--- src/inc/mcls_params.svh ---
// register map, field positions, reset values and counts of the modem control block
`ifndef MCLS_PARAMS_SVH
`define MCLS_PARAMS_SVH

// ----------------------------------------------------------------
// register indices (byte address is four times the index)
// ----------------------------------------------------------------
`define IDX_TX_HOLD    4'h0
`define IDX_IRQ_EN     4'h1
`define IDX_IRQ_ID     4'h2
`define IDX_MODEM_CTL  4'h4
`define IDX_LINE_STAT  4'h5
`define IDX_CONFIG     4'h8
`define IDX_NONE       4'hf

// ----------------------------------------------------------------
// modem_control fields
// ----------------------------------------------------------------
`define MC_DTR         0
`define MC_RTS         1
`define MC_OUT1        2
`define MC_IRQ_DRIVE   3
`define MC_USED_MASK   8'h1f
`define MC_RESET       8'h00

// ----------------------------------------------------------------
// line_status fields
// ----------------------------------------------------------------
`define LS_DR          0
`define LS_OE          1
`define LS_PE          2
`define LS_FE          3
`define LS_BI          4
`define LS_TX_HOLDING_EMPTY        5
`define LS_TRANSMITTER_IDLE        6
`define LS_FIFO_ERR    7

// ----------------------------------------------------------------
// interrupt enable, interrupt id and config fields
// ----------------------------------------------------------------
`define IE_TX_HOLDING_EMPTY        1
`define IE_LINE        2
`define IE_MASK        8'h06
`define IE_RESET       8'h00
`define IID_NONE       8'h01
`define IID_LINE       8'h06
`define IID_TX_HOLDING_EMPTY       8'h02
`define CFG_FIFO       0
`define CFG_MASK       8'h01
`define CFG_RESET      8'h00

// ----------------------------------------------------------------
// break detection: two characters plus three bit times
// ----------------------------------------------------------------
`define BRK_CHARS      6'd2
`define BRK_EXTRA_BITS 6'd3

`endif

--- src/inc/mcls_pkg.sv ---
// types shared by the modem control / line status block
package mcls_pkg;

   // ----------------------------------------------------------------
   // bus sequencing states (gray along idle -> access)
   // ----------------------------------------------------------------
   typedef enum logic [1:0] {
      BUS_IDLE   = 2'b00,
      BUS_ACCESS = 2'b01
   } bus_st_e;

   // transmit side status from the serial datapath
   typedef struct packed {
      logic fifo_empty;   // transmit fifo holds no byte
      logic shift_busy;   // shift register holds a character
      logic load_done;    // pulse: holding buffer moved to shifter
   } tx_status_s;

   // receive side status from the serial datapath
   typedef struct packed {
      logic data_ready;   // receive buffer holds data
      logic overrun;      // pulse: overrun seen
      logic parity_err;   // pulse: parity error seen
      logic framing_err;  // pulse: framing error seen
      logic fifo_err;     // level: fifo holds an errored character
   } rx_status_s;

   // byte handed to the transmitter
   typedef struct packed {
      logic       write;  // pulse: new byte for holding buffer
      logic [7:0] data;   // byte written by the host
   } tx_req_s;

   // break detector state
   typedef struct packed {
      logic [5:0] cnt;    // bit times spent at space
      logic       fired;  // break already reported
      logic       pulse;  // one-cycle break report
   } brk_state_s;

   // whole state of the register block
   typedef struct packed {
      bus_st_e     st;
      logic [3:0]  idx;        // captured register index
      logic        wr;         // captured direction
      logic        ready;      // hreadyout
      logic [31:0] rdata;      // hrdata
      logic [7:0]  mc;         // modem_control
      logic [7:0]  ie;         // interrupt enable
      logic [7:0]  cfg;        // fifo mode config
      tx_req_s     tx;         // byte to transmitter
      logic        tx_holding_empty;       // tx_holding_empty
      logic        oe;
      logic        pe;
      logic        fe;
      logic        bi;         // break_detected
      logic        fifo_err;
      logic        tx_holding_empty_irq;   // pending holding-empty interrupt
      logic        irq;        // host_irq_out value
      logic [1:0]  rxd_sync;   // receive pin synchroniser
   } mcls_state_s;

endpackage : mcls_pkg

--- src/verilog/break_detector.sv ---
// break detector: reports a receive line held at space too long
`include "mcls_params.svh"

module break_detector
   import mcls_pkg::*;
(
   // clock and reset
   input  wire logic       hclk,
   input  wire logic       hresetn,
   // line and timing
   input  wire logic       rxd_level,   // synchronised receive level
   input  wire logic       bit_tick,    // one pulse per bit time
   input  wire logic [3:0] char_bits,   // bits per character frame
   // report
   output logic            brk_pulse    // one cycle per break
);

   brk_state_s s_q;   // registered state
   brk_state_s s_d;   // next state
   logic [5:0] limit; // bit times that must be exceeded

   // ----------------------------------------------------------------
   // next state
   // ----------------------------------------------------------------
   always_comb begin
      s_d       = s_q;
      s_d.pulse = 1'b0;
      limit     = `BRK_CHARS * {2'b00, char_bits} + `BRK_EXTRA_BITS;
      if (rxd_level) begin
         // mark ends the break and rearms
         s_d.cnt   = 6'h00;
         s_d.fired = 1'b0;
      end else if (bit_tick && !s_q.fired) begin
         if (s_q.cnt == limit) begin
            s_d.pulse = 1'b1;
            s_d.fired = 1'b1;
         end else begin
            s_d.cnt = s_q.cnt + 6'h01;
         end
      end
   end

   // ----------------------------------------------------------------
   // state register
   // ----------------------------------------------------------------
   always_ff @(posedge hclk or negedge hresetn) begin
      if (!hresetn) begin
         s_q <= '0;
      end else begin
         s_q <= s_d;
      end
   end

   assign brk_pulse = s_q.pulse;

endmodule : break_detector

--- src/verilog/modem_ctrl_line_status.sv ---
// modem control and line status registers behind an ahb-lite slave
//
// Our own choice: register access over AHB-Lite.
`include "mcls_params.svh"

// Notes on behaviour
// - control bit 3 drives or floats irq
// - control bit 1 sets request-to-send
// - control bit 0 sets data-terminal-ready
// - status bit 7 zero outside fifo mode
// - fifo error bit; read clears if none
// - transmitter idle: holding and shifter empty
// - fifo mode: idle when fifo, shifter empty
// - holding empty: set on move, cleared by write
// - fifo mode: holding empty follows fifo empty
// - enabled holding empty raises host interrupt
// - break: space over two chars plus three
// - status read clears break bit
// - line errors raise top priority interrupt
// - id read or buffer write clears holding-empty interrupt
module modem_ctrl_line_status
   import mcls_pkg::*;
(
   // clock and reset
   input  wire logic        hclk,
   input  wire logic        hresetn,
   // ahb-lite slave
   input  wire logic        hsel,
   input  wire logic [31:0] haddr,
   input  wire logic [1:0]  htrans,
   input  wire logic        hwrite,
   input  wire logic [2:0]  hsize,
   input  wire logic        hready,
   input  wire logic [31:0] hwdata,
   output logic [31:0]      hrdata,
   output logic             hreadyout,
   output logic             hresp,
   // serial datapath status
   input  wire tx_status_s  tx_st,
   input  wire rx_status_s  rx_st,
   input  wire logic        bit_tick,
   input  wire logic [3:0]  char_bits,
   output tx_req_s          tx_req,
   // pins
   input  wire logic        rxd,
   output logic             rts_out,
   output logic             dtr_out,
   output logic             host_irq_out,
   output logic             host_irq_oe_n
);

   // ----------------------------------------------------------------
   // declarations
   // ----------------------------------------------------------------
   mcls_state_s s_q;        // registered state
   mcls_state_s s_d;        // next state
   logic        brk_pulse;  // break report from detector
   logic        do_rd;      // read takes effect this cycle
   logic        do_wr;      // write takes effect this cycle
   logic        thr_write;  // host wrote the holding buffer
   logic        ls_read;    // host read line status
   logic        iid_read;   // host read interrupt id
   logic        ie_write;   // host wrote interrupt enable
   logic        fifo_mode;  // fifo mode selected
   logic        transmitter_idle;       // transmitter idle
   logic        ls_pend;    // line status interrupt pending
   logic [7:0]  ls_val;     // line status read value
   logic [7:0]  iid_val;    // interrupt id read value
   logic [7:0]  rd_val;     // selected read byte

   // ----------------------------------------------------------------
   // helpers
   // ----------------------------------------------------------------

   // true when an access of the given kind hits an index
   function automatic logic hit(input logic act, input logic [3:0] idx,
                                input logic [3:0] target);
      hit = act && (idx == target);
   endfunction : hit

   // ----------------------------------------------------------------
   // break detection on the synchronised receive line
   // ----------------------------------------------------------------
   break_detector u_brk (
      .hclk      (hclk),
      .hresetn   (hresetn),
      .rxd_level (s_q.rxd_sync[1]),
      .bit_tick  (bit_tick),
      .char_bits (char_bits),
      .brk_pulse (brk_pulse)
   );

   // ----------------------------------------------------------------
   // next state
   // ----------------------------------------------------------------
   always_comb begin
      s_d          = s_q;
      s_d.tx.write = 1'b0;
      // first stage feeds only the second
      s_d.rxd_sync = {s_q.rxd_sync[0], rxd};
      do_rd        = 1'b0;
      do_wr        = 1'b0;

      // bus sequencing: one wait state so hrdata comes from a flop
      case (s_q.st)
         BUS_IDLE: begin
            s_d.ready = 1'b1;
            if (hsel && htrans[1] && hready) begin
               s_d.st    = BUS_ACCESS;
               s_d.wr    = hwrite;
               s_d.ready = 1'b0;
               // upper address bits must be clear to hit a register
               if (haddr[31:6] == 26'h0 && haddr[1:0] == 2'b00) begin
                  s_d.idx = haddr[5:2];
               end else begin
                  s_d.idx = `IDX_NONE;
               end
            end
         end
         BUS_ACCESS: begin
            // access completes, data phase ends next edge
            s_d.st    = BUS_IDLE;
            s_d.ready = 1'b1;
            do_rd     = ~s_q.wr;
            do_wr     = s_q.wr;
         end
         default: begin
            s_d.st    = BUS_IDLE;
            s_d.ready = 1'b1;
         end
      endcase

      // decoded accesses
      thr_write = hit(do_wr, s_q.idx, `IDX_TX_HOLD);
      ie_write  = hit(do_wr, s_q.idx, `IDX_IRQ_EN);
      ls_read   = hit(do_rd, s_q.idx, `IDX_LINE_STAT);
      iid_read  = hit(do_rd, s_q.idx, `IDX_IRQ_ID);
      fifo_mode = s_q.cfg[`CFG_FIFO];

      // holding-empty flag
      if (fifo_mode) begin
         s_d.tx_holding_empty = tx_st.fifo_empty;
      end else begin
         s_d.tx_holding_empty = tx_st.load_done | (s_q.tx_holding_empty & ~thr_write);
      end

      // transmitter idle, derived not stored
      if (fifo_mode) begin
         transmitter_idle = tx_st.fifo_empty & ~tx_st.shift_busy;
      end else begin
         transmitter_idle = s_q.tx_holding_empty & ~tx_st.shift_busy;
      end

      // sticky receive errors: an event in the clearing cycle wins
      s_d.oe = rx_st.overrun | (s_q.oe & ~ls_read);
      s_d.pe = rx_st.parity_err | (s_q.pe & ~ls_read);
      s_d.fe = rx_st.framing_err | (s_q.fe & ~ls_read);
      s_d.bi = brk_pulse | (s_q.bi & ~ls_read);
      s_d.fifo_err = fifo_mode & (rx_st.fifo_err | (s_q.fifo_err & ~ls_read));

      // line status value seen by a read
      ls_val               = 8'h00;
      ls_val[`LS_DR]       = rx_st.data_ready;
      ls_val[`LS_OE]       = s_q.oe;
      ls_val[`LS_PE]       = s_q.pe;
      ls_val[`LS_FE]       = s_q.fe;
      ls_val[`LS_BI]       = s_q.bi;
      ls_val[`LS_TX_HOLDING_EMPTY]     = s_q.tx_holding_empty;
      ls_val[`LS_TRANSMITTER_IDLE]     = transmitter_idle;
      ls_val[`LS_FIFO_ERR] = s_q.fifo_err & fifo_mode;

      ls_pend = s_q.ie[`IE_LINE] & (s_q.oe | s_q.pe | s_q.fe | s_q.bi);

      // interrupt id, line status ahead of holding empty
      if (ls_pend) begin
         iid_val = `IID_LINE;
      end else if (s_q.tx_holding_empty_irq) begin
         iid_val = `IID_TX_HOLDING_EMPTY;
      end else begin
         iid_val = `IID_NONE;
      end

      // holding-empty interrupt: set on rising empty or on enabling
      if ((s_q.ie[`IE_TX_HOLDING_EMPTY] && s_d.tx_holding_empty && !s_q.tx_holding_empty) ||
          (ie_write && hwdata[`IE_TX_HOLDING_EMPTY] && !s_q.ie[`IE_TX_HOLDING_EMPTY] && s_q.tx_holding_empty)) begin
         s_d.tx_holding_empty_irq = 1'b1;
      end else if (iid_read || thr_write || !s_q.ie[`IE_TX_HOLDING_EMPTY]) begin
         s_d.tx_holding_empty_irq = 1'b0;
      end

      // read mux
      case (s_q.idx)
         `IDX_IRQ_EN:    rd_val = s_q.ie;
         `IDX_IRQ_ID:    rd_val = iid_val;
         `IDX_MODEM_CTL: rd_val = s_q.mc & `MC_USED_MASK;
         `IDX_LINE_STAT: rd_val = ls_val;
         `IDX_CONFIG:    rd_val = s_q.cfg;
         default:        rd_val = 8'h00;
      endcase
      if (do_rd) begin
         s_d.rdata = {24'h000000, rd_val};
      end

      // register writes; line status ignores writes
      if (do_wr) begin
         case (s_q.idx)
            `IDX_TX_HOLD: begin
               s_d.tx.data  = hwdata[7:0];
               s_d.tx.write = 1'b1;
            end
            `IDX_IRQ_EN: begin
               s_d.ie = hwdata[7:0] & `IE_MASK;
            end
            `IDX_MODEM_CTL: begin
               s_d.mc = hwdata[7:0] & `MC_USED_MASK;
            end
            `IDX_CONFIG: begin
               s_d.cfg = hwdata[7:0] & `CFG_MASK;
            end
            `IDX_LINE_STAT: begin
               s_d.mc = s_q.mc;
            end
            default: begin
               s_d.cfg = s_q.cfg;
            end
         endcase
      end

      // interrupt line value from next-state flags
      s_d.irq = (s_d.ie[`IE_LINE] & (s_d.oe | s_d.pe | s_d.fe | s_d.bi)) |
                s_d.tx_holding_empty_irq;
   end

   // ----------------------------------------------------------------
   // state register
   // ----------------------------------------------------------------
   always_ff @(posedge hclk or negedge hresetn) begin
      if (!hresetn) begin
         s_q          <= '0;
         s_q.st       <= BUS_IDLE;
         s_q.ready    <= 1'b1;
         s_q.idx      <= `IDX_NONE;
         s_q.mc       <= `MC_RESET;
         s_q.ie       <= `IE_RESET;
         s_q.cfg      <= `CFG_RESET;
         s_q.tx_holding_empty     <= 1'b1;
         s_q.rxd_sync <= 2'b11;
      end else begin
         s_q <= s_d;
      end
   end

   // ----------------------------------------------------------------
   // outputs from flops (host_irq_oe_n through an inverter), hresp tied low
   // ----------------------------------------------------------------
   assign hrdata        = s_q.rdata;
   assign hreadyout     = s_q.ready;
   assign hresp         = 1'b0;
   assign tx_req        = s_q.tx;
   assign rts_out       = s_q.mc[`MC_RTS];
   assign dtr_out       = s_q.mc[`MC_DTR];
   assign host_irq_out  = s_q.irq;
   assign host_irq_oe_n = ~s_q.mc[`MC_IRQ_DRIVE];

endmodule : modem_ctrl_line_status

--- config.mk ---
export PLATFORM = sky130hd
export DESIGN_NAME = modem_ctrl_line_status
export DESIGN_NICKNAME = d
export VERILOG_FILES = /design/src/inc/mcls_pkg.sv /design/src/verilog/break_detector.sv /design/src/verilog/modem_ctrl_line_status.sv
export VERILOG_INCLUDE_DIRS = /design/src /design/src/inc
export SDC_FILE = /design/constraint.sdc
export NUM_CORES = 1
export LEC_CHECK = 0
export BUFFER_PORTS_ARGS = -buffer_cell sky130_fd_sc_hd__buf_2
export CELL_PAD_IN_SITES_DETAIL_PLACEMENT = 1
export CELL_PAD_IN_SITES_GLOBAL_PLACEMENT = 2
export CORE_MARGIN = 2
export CORE_UTILIZATION = 23
export DETAILED_ROUTE_END_ITERATION = 12
export GPL_TIMING_DRIVEN = 0
export PLACE_DENSITY = 0.73
export SKIP_LAST_GASP = 1
export SYNTH_ARGS = -nofsm -noshare
export SYNTH_HDL_FRONTEND = slang
export SYNTH_SLANG_ARGS = --single-unit
--- constraint.sdc ---
create_clock -name hclk -period 1.8 [get_ports hclk]
set_input_delay 0.18 -clock hclk [delete_from_list [all_inputs] [get_ports hclk]]
set_output_delay 0.18 -clock hclk [all_outputs]
set_load 0.005 [all_outputs]
* Yosys cells after proc, flatten, opt, wreduce, memory -nomap -nowiden
Cells that the tools add are included.
Word-level totals: bits in registers 51, input port bits 88, output and inout port bits 47
Operators by class: bitwise operators 30, multiplexer cells 22, equal/unequal tests 9, reduce and logical (&&, ||, !) cells 32, add/subtract/negate cells 2
Operator list (number):
- 8-bit case mux with 5 select lines | 1
- 26-bit zero test | 1
- 20-bit 2-to-1 mux | 1
- 8-bit 2-to-1 mux | 2
- 2-bit AND reduction | 7
- 1-bit logical AND | 13
- 1-bit bitwise OR | 13
- 1-bit AND | 12
- 1-bit 2-to-1 mux | 9
- 9-bit 2-to-1 mux | 1
- 4-bit by 3-bit == test with 1-bit output, second input constant | 2
- 7-bit 2-to-1 mux | 1
- 5-bit by 2-bit adder with 6-bit output, second input constant | 1
- 6-bit by 1-bit adder with 6-bit output, second input constant | 1
- 6-bit == test | 1
- 2-bit 2-to-1 mux | 3
- 3-bit 2-to-1 mux | 2
- 6-bit 2-to-1 mux | 1
- 1-bit NOT | 5
- 4-bit by 1-bit == test with 1-bit output, second input constant | 1
- 4-bit by 2-bit == test with 1-bit output, second input constant | 1
- 4-bit == test, second input constant | 1
- 2-bit zero test | 2
- 4-bit zero test | 1
- 6 further kinds | 12

* Logic depth before layout (Yosys ltp)
Gate-level depths: netlist of the first run.
depth in word-level cells 12, gate-level depth with buffers 6

* Modules after synthesis
Synthesis of the first run repeated with hierarchy kept, for this count alone.
Unflattened totals: cells, all modules 260, area, all modules 2756.4 sq um
By module, submodules not included:
- modem_ctrl_line_status | sequential area each 1061.0 sq um, area an instance 2255.9 sq um, times used 1, cells each 207
- break_detector | sequential area each 200.2 sq um, area an instance 500.5 sq um, times used 1, cells each 53

* Worst setup path before layout of the first run
Ideal clock, no wire load.
path type register to register, start point register s_q[79] (netlist name), end point register s_q, in the netlist dtr_out, period minus slack after synthesis 1737 ps, path slack 63 ps, cell stages (with the launch flop) 5, data arrival time 1612 ps, library setup time 125 ps, path through dfstp_2 -> buf_2 -> nand2_1 -> nor3_1 -> mux2_2
On the way: longest elaborated chain between the ends 2
RTL lines:
- start: declaration | line modem_ctrl_line_status.sv:55 | mcls_state_s s_q;
- 4-bit by 3-bit == test with 1-bit output | line modem_ctrl_line_status.sv:206 | case (s_q.idx)
- 2-bit AND reduction (no line)
Every way passes these cells. A chain may end at the register's enable or synchronous reset.

* Final worst setup path of the first run
start point register s_q[79] (netlist name), end point register s_q, in the netlist hrdata[1]
On the way: longest elaborated chain between the ends 2
RTL lines:
- 4-bit == test (tied with other cells) | line modem_ctrl_line_status.sv:192 | case (s_q.idx)
- 8-bit case mux with 5 select lines (*) | line modem_ctrl_line_status.sv:192
Every way passes the cells marked *; elsewhere a longest branch is shown, timed or not.

==> flow_summary.ini, run 1 <==
[global_routing]
grt-busiest-layer = met2
grtUsageMet2_pct = 19.68
grt_util_met3_pct = 3.484
grt.total_usage_pct = 11.70
grt_max_degree = 51
grt_pass1_wl_mm = 11.96
met1_usage_pct = 14.83
antenna_found_initial = 2
grt_overflow = 0
grt_pass1_vias = 2419

[layout]
layout_common_cells = 82 x buf_2, 49 x buf_4, 42 x dfrtp_1
final_common_cell = buf_2
layout-drive-gt1-share_pct = 43.22
fillers = 1361
final_util_pct = 31.66
seq_area_sq_um = 1261
syn_to_final_growth_pct = 34.75
finalNetCount = 480
multi_input_area_sq_um = 1176

[logic_synthesis]
syn_area_sq_um = 2683
yosysSeqAreaShare_pct = 47.01
yosysWarnings = 0
muxShareOfSynthArea_pct = 6.157
synth_top_family_by_area = simple AND/OR/NAND/NOR gates
yosysUniqueCellTypes = 41
synth-simple-area-share_pct = 19.54
synth_xor_area_share_pct = 2.612
synthCells = 272
ys_ff_latch = 50
synth_compound_area_share_pct = 10.07
synth_adder_area_share_pct = 0.9328
syn_area_per_cell_sq_um = 9.862

[drt]
wirelength_mm = 7.086
dr.pass1.iters = 4
ant_nets = 0
dr_total_vias = 2265
drt_drc_violations_left = 0
drtIter0Drc = 101
via_per_inst = 4.234
wl_per_cell_um = 13.24

[floorplanning]
core-area_sq_um = 11420
die-area_sq_um = 12540
io_pins = 135
fp.dieH_um = 112.0
std_cell_rows = 39
die_w_um = 112.0
start_util_pct = 23.49

[place]
dp_hpwl_mm = 5.422
portBuffers = 81
gp_congestion = 0.7538
pre_cts_ws_ns = -0.4126

[setup_path]
crit_required_ns = 1.98
crit_type = flop to flop
critical_path_arrival_ns = 1.92
slowest_stage = dfstp_2
crit_chain = buf_4 -> mux2_2 -> a22oi_1 -> o22ai_1 -> a22o_1
cp_max_fo = 10
path_delay_family = compound AO/OA/AOI/OAI gates
crit_buf_inv = 1
worstSetupEndpointType = flop
max_stage_delay_ns = 0.56
start_kind = flop

[sta]
rsz0062_at_grt = yes
tightestPinTransition_ns = 1.131
slew_headroom_pct = 24.61
setup_viol = 0
fin_crit_sh_pct = 96.56
fin_ws_ns = 0.06196
timing.fmax_ghz = 0.5754
finClkSkew_ns = 0.01079
hold_viol = 0
fin_crit_ns = 1.738
finalMaxSlewViolations = 0

[pwr]
pwr-share-seq_pct = 46.7
p_int_mw = 1.970
clockPowerShare_pct = 42.5
p_sw_share_pct = 22.95
pwr-share-comb_pct = 10.8
p_leak_nw = 1.797
p_per_area_nw_per_um2 = 707.2
max-vdd-ir-drop_v = 0.0003956
switching_power_uw = 586.7

[clocking]
cts_tree = yes
insertion_delay_ns = 0.30
htree_levels = 2
numClockSinks = 50
clockRootBuffer = clkbuf_16
cts.clk_slew.worst_paths_ns = 0.06
numCtsBuffers = 5
clock_path_buffers = 2

[min_path]
holdCritPathClass = input pin to flop

[job]
drv_cap = 0

[outcome]
status = completed
## layer usage
layer | vias to the layer above | share of wire (%)
met5 | - | 0.18
met4 | 2 | 1.3
met3 | 10 | 6.6
met2 | 54 | 50
met1 | 1089 | 42
li1 | 1110 | -
## final timing paths
check	endpoint	slack [ns]	start	cells past startpoint
hold / removal	hrdata[6]$_DFFE_PN0N_	0.07	tx_st[1]	2
setup / recovery	hrdata[1]$_DFFE_PN0N_	0.06	s_q[79]$_DFFE_PN1P_	5
min in group asynchronous	tx_req[7]$_DFFE_PN0P_	0.11	hresetn	1
max in group asynchronous	s_q[81]$_DFFE_PN0P_	0.99	hresetn	1
setup reg to reg	hrdata[1]$_DFFE_PN0N_	0.06	s_q[79]$_DFFE_PN1P_	5
hold reg to reg	s_q[1]$_DFF_PN1_	0.36	s_d[1]$_DFF_PN1_	0
## cell type report
cell class / instances / share of cell area (%)
Sequential cell: 50 / 34.89
Multi-Input combinational cell: 192 / 32.54
Timing Repair Buffer: 88 / 12.74
Buffer: 48 / 9.623
Tap cell: 143 / 4.950
Clock buffer: 5 / 3.461
Clock inverter: 3 / 1.211
Inverter: 5 / 0.5192
Antenna cell: 1 / 0.06923
## repair_timing
action	4_1_cts	5_1_grt
pin swaps	2	3
gates resized for setup	8	4
hold endpoints to repair	1	0
hold buffers	1	0
buffers inserted	1	5
endpoints found under the setup margin	10	11
## stage by stage
stage                     hold WS [ns]  setup TNS, ns  power [mW]  instance area [sq um]  std cells
after floorplan                -0.1156              0       1.353                   2773        296
after global placement          0.2877         -2.276       1.480                   3357        520
final                          0.06938              0       2.556                   3615        535
after detailed placement        0.2869         -2.619       1.491                   3357        520
after CTS                      0.06172              0       2.600                   3567        529
after global routing           0.07383       -0.03021       2.696                   3612        534
## worst reg2reg max path, stage by stage (launching register included)
cell and delay, ns:
dfstp_2 0.56, buf_4 0.17, mux2_2 0.34, a22oi_1 0.22, o22ai_1 0.14, a22o_1 0.21
## state kept, by name, indices dropped and copies added, names as in the netlist
register and flops:
dtr_out 1, hreadyout 1, host_irq_out 1, rts_out 1, u_brk.brk_pulse 1, s_q 14
tx_req 9, s_d 1, u_brk.s_q 7, fifo_mode 1, hrdata 8, ls_val 5
## power groups by stage
stage / Clock, mW / Sequential, mW / Combinational [mW]
2_1_floorplan: 0 / 1.20 / 0.150
3_3_place_gp: 0 / 1.21 / 0.268
3_5_place_dp: 0 / 1.21 / 0.276
4_1_cts: 1.13 / 1.19 / 0.280
5_1_grt: 1.18 / 1.20 / 0.313
6_report: 1.09 / 1.19 / 0.276
## logic make-up (layout without fill, tap and decap cells)
family,after synthesis,count (layout)
adders and majority gates,2,2
AOI/OAI and AO/OA,41,41
xor gates and xnor gates,8,8
buffers and inverters,54,149
DFF,50,50
and+or+nand+nor,101,101
muxes,15,15
other,1,26
## synthesized netlist by cell type (all sizes together)
| cell type | instances | share of area [%] |
|---|---|---|
| o221ai | 1 | 0.33 |
| or3 | 1 | 0.23 |
| o31ai | 4 | 1.1 |
| dfrtp | 42 | 39 |
| nand2b | 5 | 1.2 |
| nor4 | 8 | 2.4 |
| a22o | 2 | 0.65 |
| or3b | 2 | 0.65 |
| a2bb2oi | 4 | 1.3 |
| a21oi | 8 | 1.5 |
| clkbuf | 5 | 0.70 |
| nand3b | 4 | 1.1 |
| nand4 | 2 | 0.47 |
| or4 | 3 | 0.84 |
| nor2b | 8 | 1.9 |
| a22oi | 2 | 0.56 |
| inv | 4 | 0.56 |
| nor3b | 2 | 0.56 |
| xor2 | 3 | 0.98 |
| nand2 | 40 | 5.6 |
| ha | 2 | 0.93 |
| dfstp | 8 | 7.8 |
| nor2 | 14 | 2.0 |
| o21a | 2 | 0.56 |
| buf | 44 | 12 |
| o22ai | 2 | 0.47 |
| nand3 | 7 | 1.3 |
| xnor2 | 5 | 1.6 |
| mux2 | 12 | 5.0 |
| conb | 1 | 0.14 |
| and3b | 1 | 0.33 |
| clkinv | 1 | 0.14 |
| nand4b | 2 | 0.65 |
| a31oi | 1 | 0.23 |
| nor3 | 2 | 0.37 |
| a21o | 4 | 1.1 |
| mux2i | 3 | 1.1 |
| o311a | 1 | 0.37 |
| o21ai | 10 | 1.9 |
Note: power is estimated with default switching activity, not from simulation.
==> run 2: changes to the inputs <==
- RECOVER_POWER: unset -> 100
==> flow_summary.ini, run 2 (same netlist as run 1, synthesis figures left out) <==
[min_path]
min_path_cells = 2
worstHoldStart = tx_st[1]
holdCritPathClass = input pin to flop
min_to = hrdata[6]$_DFFE_PN0N_

[sta]
fin_hold_ws_ns = 0.06917
setup_viol = 0
fin_ws_ns = 0.07197
timing.fmax_ghz = 0.5787
finalMaxSlewViolations = 0
tightestPinTransition_ns = 1.262
slew_headroom_pct = 15.89
fin_crit_ns = 1.728
setup-tns-final_ns = 0
finClkSkew_ns = 0.009544
rsz0062_at_grt = yes
fin_crit_sh_pct = 96.00
hold_viol = 0

[place]
dpl_cell_area_sq_um = 3357
placedCellCount = 520
portBuffers = 81
gp_congestion = 0.7538
pre_cts_ws_ns = -0.4126
dp_hpwl_mm = 5.422

[clocking]
numClockSinks = 50
insertion_delay_ns = 0.29
clock_path_buffers = 2
cts_tree = yes
clockRootBuffer = clkbuf_16
htree_levels = 2
cts.clk_slew.worst_paths_ns = 0.07
numCtsBuffers = 5

[drt]
via_per_inst = 4.252
met1Wirelength_mm = 2.956
dr.pass1.iters = 4
drtIter0Drc = 79
ant_nets = 0
wl_per_cell_um = 13.19
dr_total_vias = 2275
met3_wirelength_um = 450
dr_wl_met2_mm = 3.548
drt_drc_violations_left = 0
highest_layer = met5
wirelength_mm = 7.059

[setup_path]
r2r_start = s_q[77]$_DFFE_PN1P_
reg2reg_depth = 5
critical_path_arrival_ns = 1.88
start_kind = flop
reg2reg_slack_ns = 0.07
rr_endpoint = host_irq_out$_DFF_PN0_
crit_type = flop to flop
cp_max_fo = 10
crit_required_ns = 1.95
worstSetupEndpointType = flop

[layout]
multi_input_area_sq_um = 1176
layout_common_cells = 75 x buf_2, 42 x dfrtp_1, 40 x nand2_1
final_util_pct = 31.59
fillers = 1362
fin_cells = 535
largest_register_ffs = 14
seq_area_sq_um = 1261
syn_to_final_growth_pct = 34.47
fin_area_sq_um = 3607
finalNetCount = 480
layout-drive-gt1-share_pct = 41.69
top_register = s_q
final_common_cell = buf_2

[global_routing]
antenna_found_initial = 2
grt_overflow = 0
grt_pass1_vias = 2419
grt.total_usage_pct = 11.70
grt_pass1_wl_mm = 11.96
grt_max_degree = 51

[floorplanning]
std_cell_rows = 39
die-area_sq_um = 12540
die_w_um = 112.0
fp.dieH_um = 112.0
start_util_pct = 23.49
core-area_sq_um = 11420
io_pins = 135

[outcome]
status = completed

[pwr]
power.total_mw = 2.549
p_leak_nw = 1.774
max-vdd-ir-drop_v = 0.0003954
p_per_area_nw_per_um2 = 706.7

[job]
drv_cap = 0
run 2: how the worst max path moves through the flow:
| stage | from | to | slack, ns | depth (start not counted) |
|---|---|---|---|---|
| 6_report | s_q[77]$_DFFE_PN1P_ | host_irq_out$_DFF_PN0_ | 0.07 | 5 |
| 5_1_grt | s_q[77]$_DFFE_PN1P_ | host_irq_out$_DFF_PN0_ | -0.03 | 5 |
| 4_1_cts | s_q[79]$_DFFE_PN1P_ | dtr_out$_DFFE_PN0P_ | 0.01 | 4 |
| 3_5_place_dp | s_q[79]$_DFFE_PN1P_ | dtr_out$_DFFE_PN0P_ | -0.41 | 4 |
| 3_3_place_gp | s_q[79]$_DFFE_PN1P_ | s_q[37]$_DFFE_PN0P_ | -0.39 | 4 |
| 2_1_floorplan | s_q[79]$_DFFE_PN1P_ | dtr_out$_DFFE_PN0P_ | 0.06 | 4 |
run 2: cell type report:
class | count | area share (%)
antenna | 1 | 0.06937
multi-input combinational | 192 | 32.60
buffer | 48 | 9.643
clock buffer | 5 | 3.469
clock inverter | 3 | 1.214
tap | 143 | 4.960
timing repair buffer | 88 | 12.56
inverter | 5 | 0.5203
sequential | 50 | 34.96
run 2: critical path, cell delays in order (launching register included):
cell and delay [ns]:
dfstp_2 0.36, clkbuf_4 0.20, or4_4 0.57, o311a_1 0.14
o21ai_1 0.17, o221ai_1 0.15
run 2: repair_timing:
| action | CTS | global route |
|---|---|---|
| hold buffers | 1 | 0 |
| setup buffers | 1 | 5 |
| pin swaps | 2 | 3 |
| gates cloned | 0 | 0 |
| gates resized for setup | 8 | 4 |
| setup endpoints to repair | 10 | 11 |
| endpoints found under the hold margin | 1 | 0 |
run 2: report_power, final:
| group | switching (mW) | internal (mW) |
|---|---|---|
| Clock | 0.423 | 0.658 |
| Sequential | 0.0313 | 1.16 |
| Combinational | 0.127 | 0.148 |
| Total | 0.581 | 1.97 |
run 2: per-layer routing:
| layer | GRT usage, % | up-vias |
|---|---|---|
| met1 | 14.83 | 1097 |
| li1 | - | 1111 |
| met2 | 19.68 | 55 |
| met4 | 2.927 | 2 |
| met5 | 0 | - |
| met3 | 3.484 | 10 |
==> run 3: changes to the inputs <==
- clock period: 1.8 -> 1.5 ns (I/O delays scaled with it)
==> flow_summary.ini, run 3 (same netlist as run 1, synthesis figures left out) <==
[outcome]
status = complete, but fails checks
violations = setup timing

[global_routing]
grt-busiest-layer = met2
antenna_found_initial = 1
grt_pass1_wl_mm = 12.20
grt.total_usage_pct = 12.02
met1_usage_pct = 15.18
grt_max_degree = 51
grt_overflow = 0
grt_util_met3_pct = 2.940
grt_pass1_vias = 2498
grtUsageMet2_pct = 20.81

[floorplanning]
start_util_pct = 23.49
std_cell_rows = 39
fp.dieH_um = 112.0
die-area_sq_um = 12540
die_w_um = 112.0
core-area_sq_um = 11420
io_pins = 135

[sta]
setup_viol = 24
setup-tns-final_ns = -1.776
rsz0062_at_grt = yes
finalMaxSlewViolations = 0
hold_viol = 0
fin_crit_sh_pct = 108.0
finClkSkew_ns = 0.007115
timing.fmax_ghz = 0.6170
slew_headroom_pct = 14.79
fin_ws_ns = -0.1207
tightestPinTransition_ns = 1.278
fin_crit_ns = 1.621

[setup_path]
rr_endpoint = ls_val[5]$_DFF_PN1_
start_kind = flop
reg2reg_depth = 6
critical_path_arrival_ns = 1.84
crit_required_ns = 1.72
worstSetupEndpointType = flop
r2r_start = s_q[77]$_DFFE_PN1P_
reg2reg_slack_ns = -0.12
crit_buf_inv = 3
max_stage_delay_ns = 0.56
crit_type = flop to flop
slowest_stage = or4_4
crit_chain = clkbuf_16 -> or4_4 -> buf_6 -> buf_8 -> a21oi_2 -> o21ai_1
path_delay_family = simple AND/OR/NAND/NOR gates
cp_max_fo = 5
cp_num_cells = 6

[layout]
syn_to_final_growth_pct = 52.24
layout-drive-gt1-share_pct = 53.48
final_common_cell = buf_2
fin_cells = 560
fin_area_sq_um = 4084
top_register = s_q
largest_register_ffs = 14
antennaDiodeCount = 0
finalNetCount = 506
layout_common_cells = 76 x buf_2, 46 x buf_4, 40 x dfrtp_1

[drt]
drtIter0Drc = 50
via_per_inst = 4.252
wirelength_mm = 7.759
wl_per_cell_um = 13.86
drt_drc_violations_left = 0
dr.pass1.iters = 4
ant_nets = 0
dr_total_vias = 2381

[pwr]
p_leak_nw = 1.985
p_per_area_nw_per_um2 = 759.0
clockPowerShare_pct = 41.6
p_sw_share_pct = 22.85
pwr-share-comb_pct = 12.2
pwr-share-seq_pct = 46.3
max-vdd-ir-drop_v = 0.0004556
switching_power_uw = 708.3
p_int_mw = 2.391

[job]
drv_cap = 0

[clocking]
insertion_delay_ns = 0.29
htree_levels = 2
clock_path_buffers = 2
cts_tree = yes
cts.clk_slew.worst_paths_ns = 0.07
numClockSinks = 50
clockRootBuffer = clkbuf_16
numCtsBuffers = 5

[place]
gp_congestion = 0.7621
portBuffers = 81
placedCellCount = 520
dp_hpwl_mm = 5.399
dpl_cell_area_sq_um = 3397

[min_path]
holdCritPathClass = input pin to flop
worstHoldStart = tx_st[1]
min_path_cells = 2
min_to = hrdata[6]$_DFFE_PN0N_
-- run 3: changes by cell type in the layout (fill, tap and decap cells not counted), moves of 3 or more --
cell     change
nand2_2      +9
nand2_1     -11
mux2_2       -8
buf_6        +9
buf_4       +11
a21oi_2      +4
o21ai_0      -4
mux2_4       +8
nor2b_1      -3
a21oi_1      -5
-- run 3: power by group through the flow --
stage | Sequential [mW] | Clock, mW | Combinational, mW
after floorplan | 1.44 | 0 | 0.182
after global placement | 1.46 | 0 | 0.324
after detailed placement | 1.46 | 0 | 0.333
after CTS | 1.43 | 1.34 | 0.357
after global routing | 1.44 | 1.39 | 0.422
final | 1.43 | 1.29 | 0.377
-- run 3: worst reg2reg max path: stages, from the launching register on --
cell and delay (ns):
dfstp_2 0.38, clkbuf_16 0.15, or4_4 0.56, buf_6 0.15, buf_8 0.13, a21oi_2 0.12, o21ai_1 0.06
-- run 3: per-stage QoR --
stage               hold WS [ns]  utilization (%)  setup WS [ns]  total power [mW]
floorplan                -0.1456                -       -0.08219             1.626
global placement          0.2592            29.75        -0.3167             1.780
detailed placement        0.2568            29.75        -0.3392             1.791
CTS                      0.02987            33.45        -0.1446             3.127
global route             0.05960            35.77        -0.1870             3.250
finish                   0.04610            35.77        -0.1207             3.100
-- run 3: layer usage --
metal  wire length (um)  up-vias
li1                   -     1166
met1               3255     1152
met2               4014       56
met3                427        7
met4                 62        0
met5                  0        -
-- run 3: how the worst max path moves through the flow --
stage / start / end / slack [ns]
finish: s_q[77]$_DFFE_PN1P_ / ls_val[5]$_DFF_PN1_ / -0.12
global route: u_brk.s_q[6]$_DFFE_PN0P_ / u_brk.s_q[5]$_DFFE_PN0P_ / -0.19
CTS: u_brk.s_q[6]$_DFFE_PN0P_ / u_brk.s_q[5]$_DFFE_PN0P_ / -0.14
detailed placement: char_bits[0] / u_brk.s_q[7]$_DFFE_PN0P_ / -0.34
global placement: s_q[79]$_DFFE_PN1P_ / rts_out$_DFFE_PN0P_ / -0.32
floorplan: s_q[78]$_DFFE_PN1P_ / host_irq_out$_DFF_PN0_ / -0.08
-- run 3: final cells by class --
cell class                 count  area, sq um
clock buffer                   5        125.1
sequential                    50         1264
clock inverter                 3        43.79
multi-input combinational    192         1369
tap                          143        178.9
fill                        1334         7335
buffer                        48        389.1
timing repair buffer         114        691.9
inverter                       5        22.52
-- run 3: timing repair --
action	4_1_cts	5_1_grt
buffers inserted	17	14
pin swaps	15	24
gates resized for setup	29	44
endpoints found under the hold margin	1	0
gates cloned	0	1
hold buffers	1	0
setup endpoints to repair	30	31
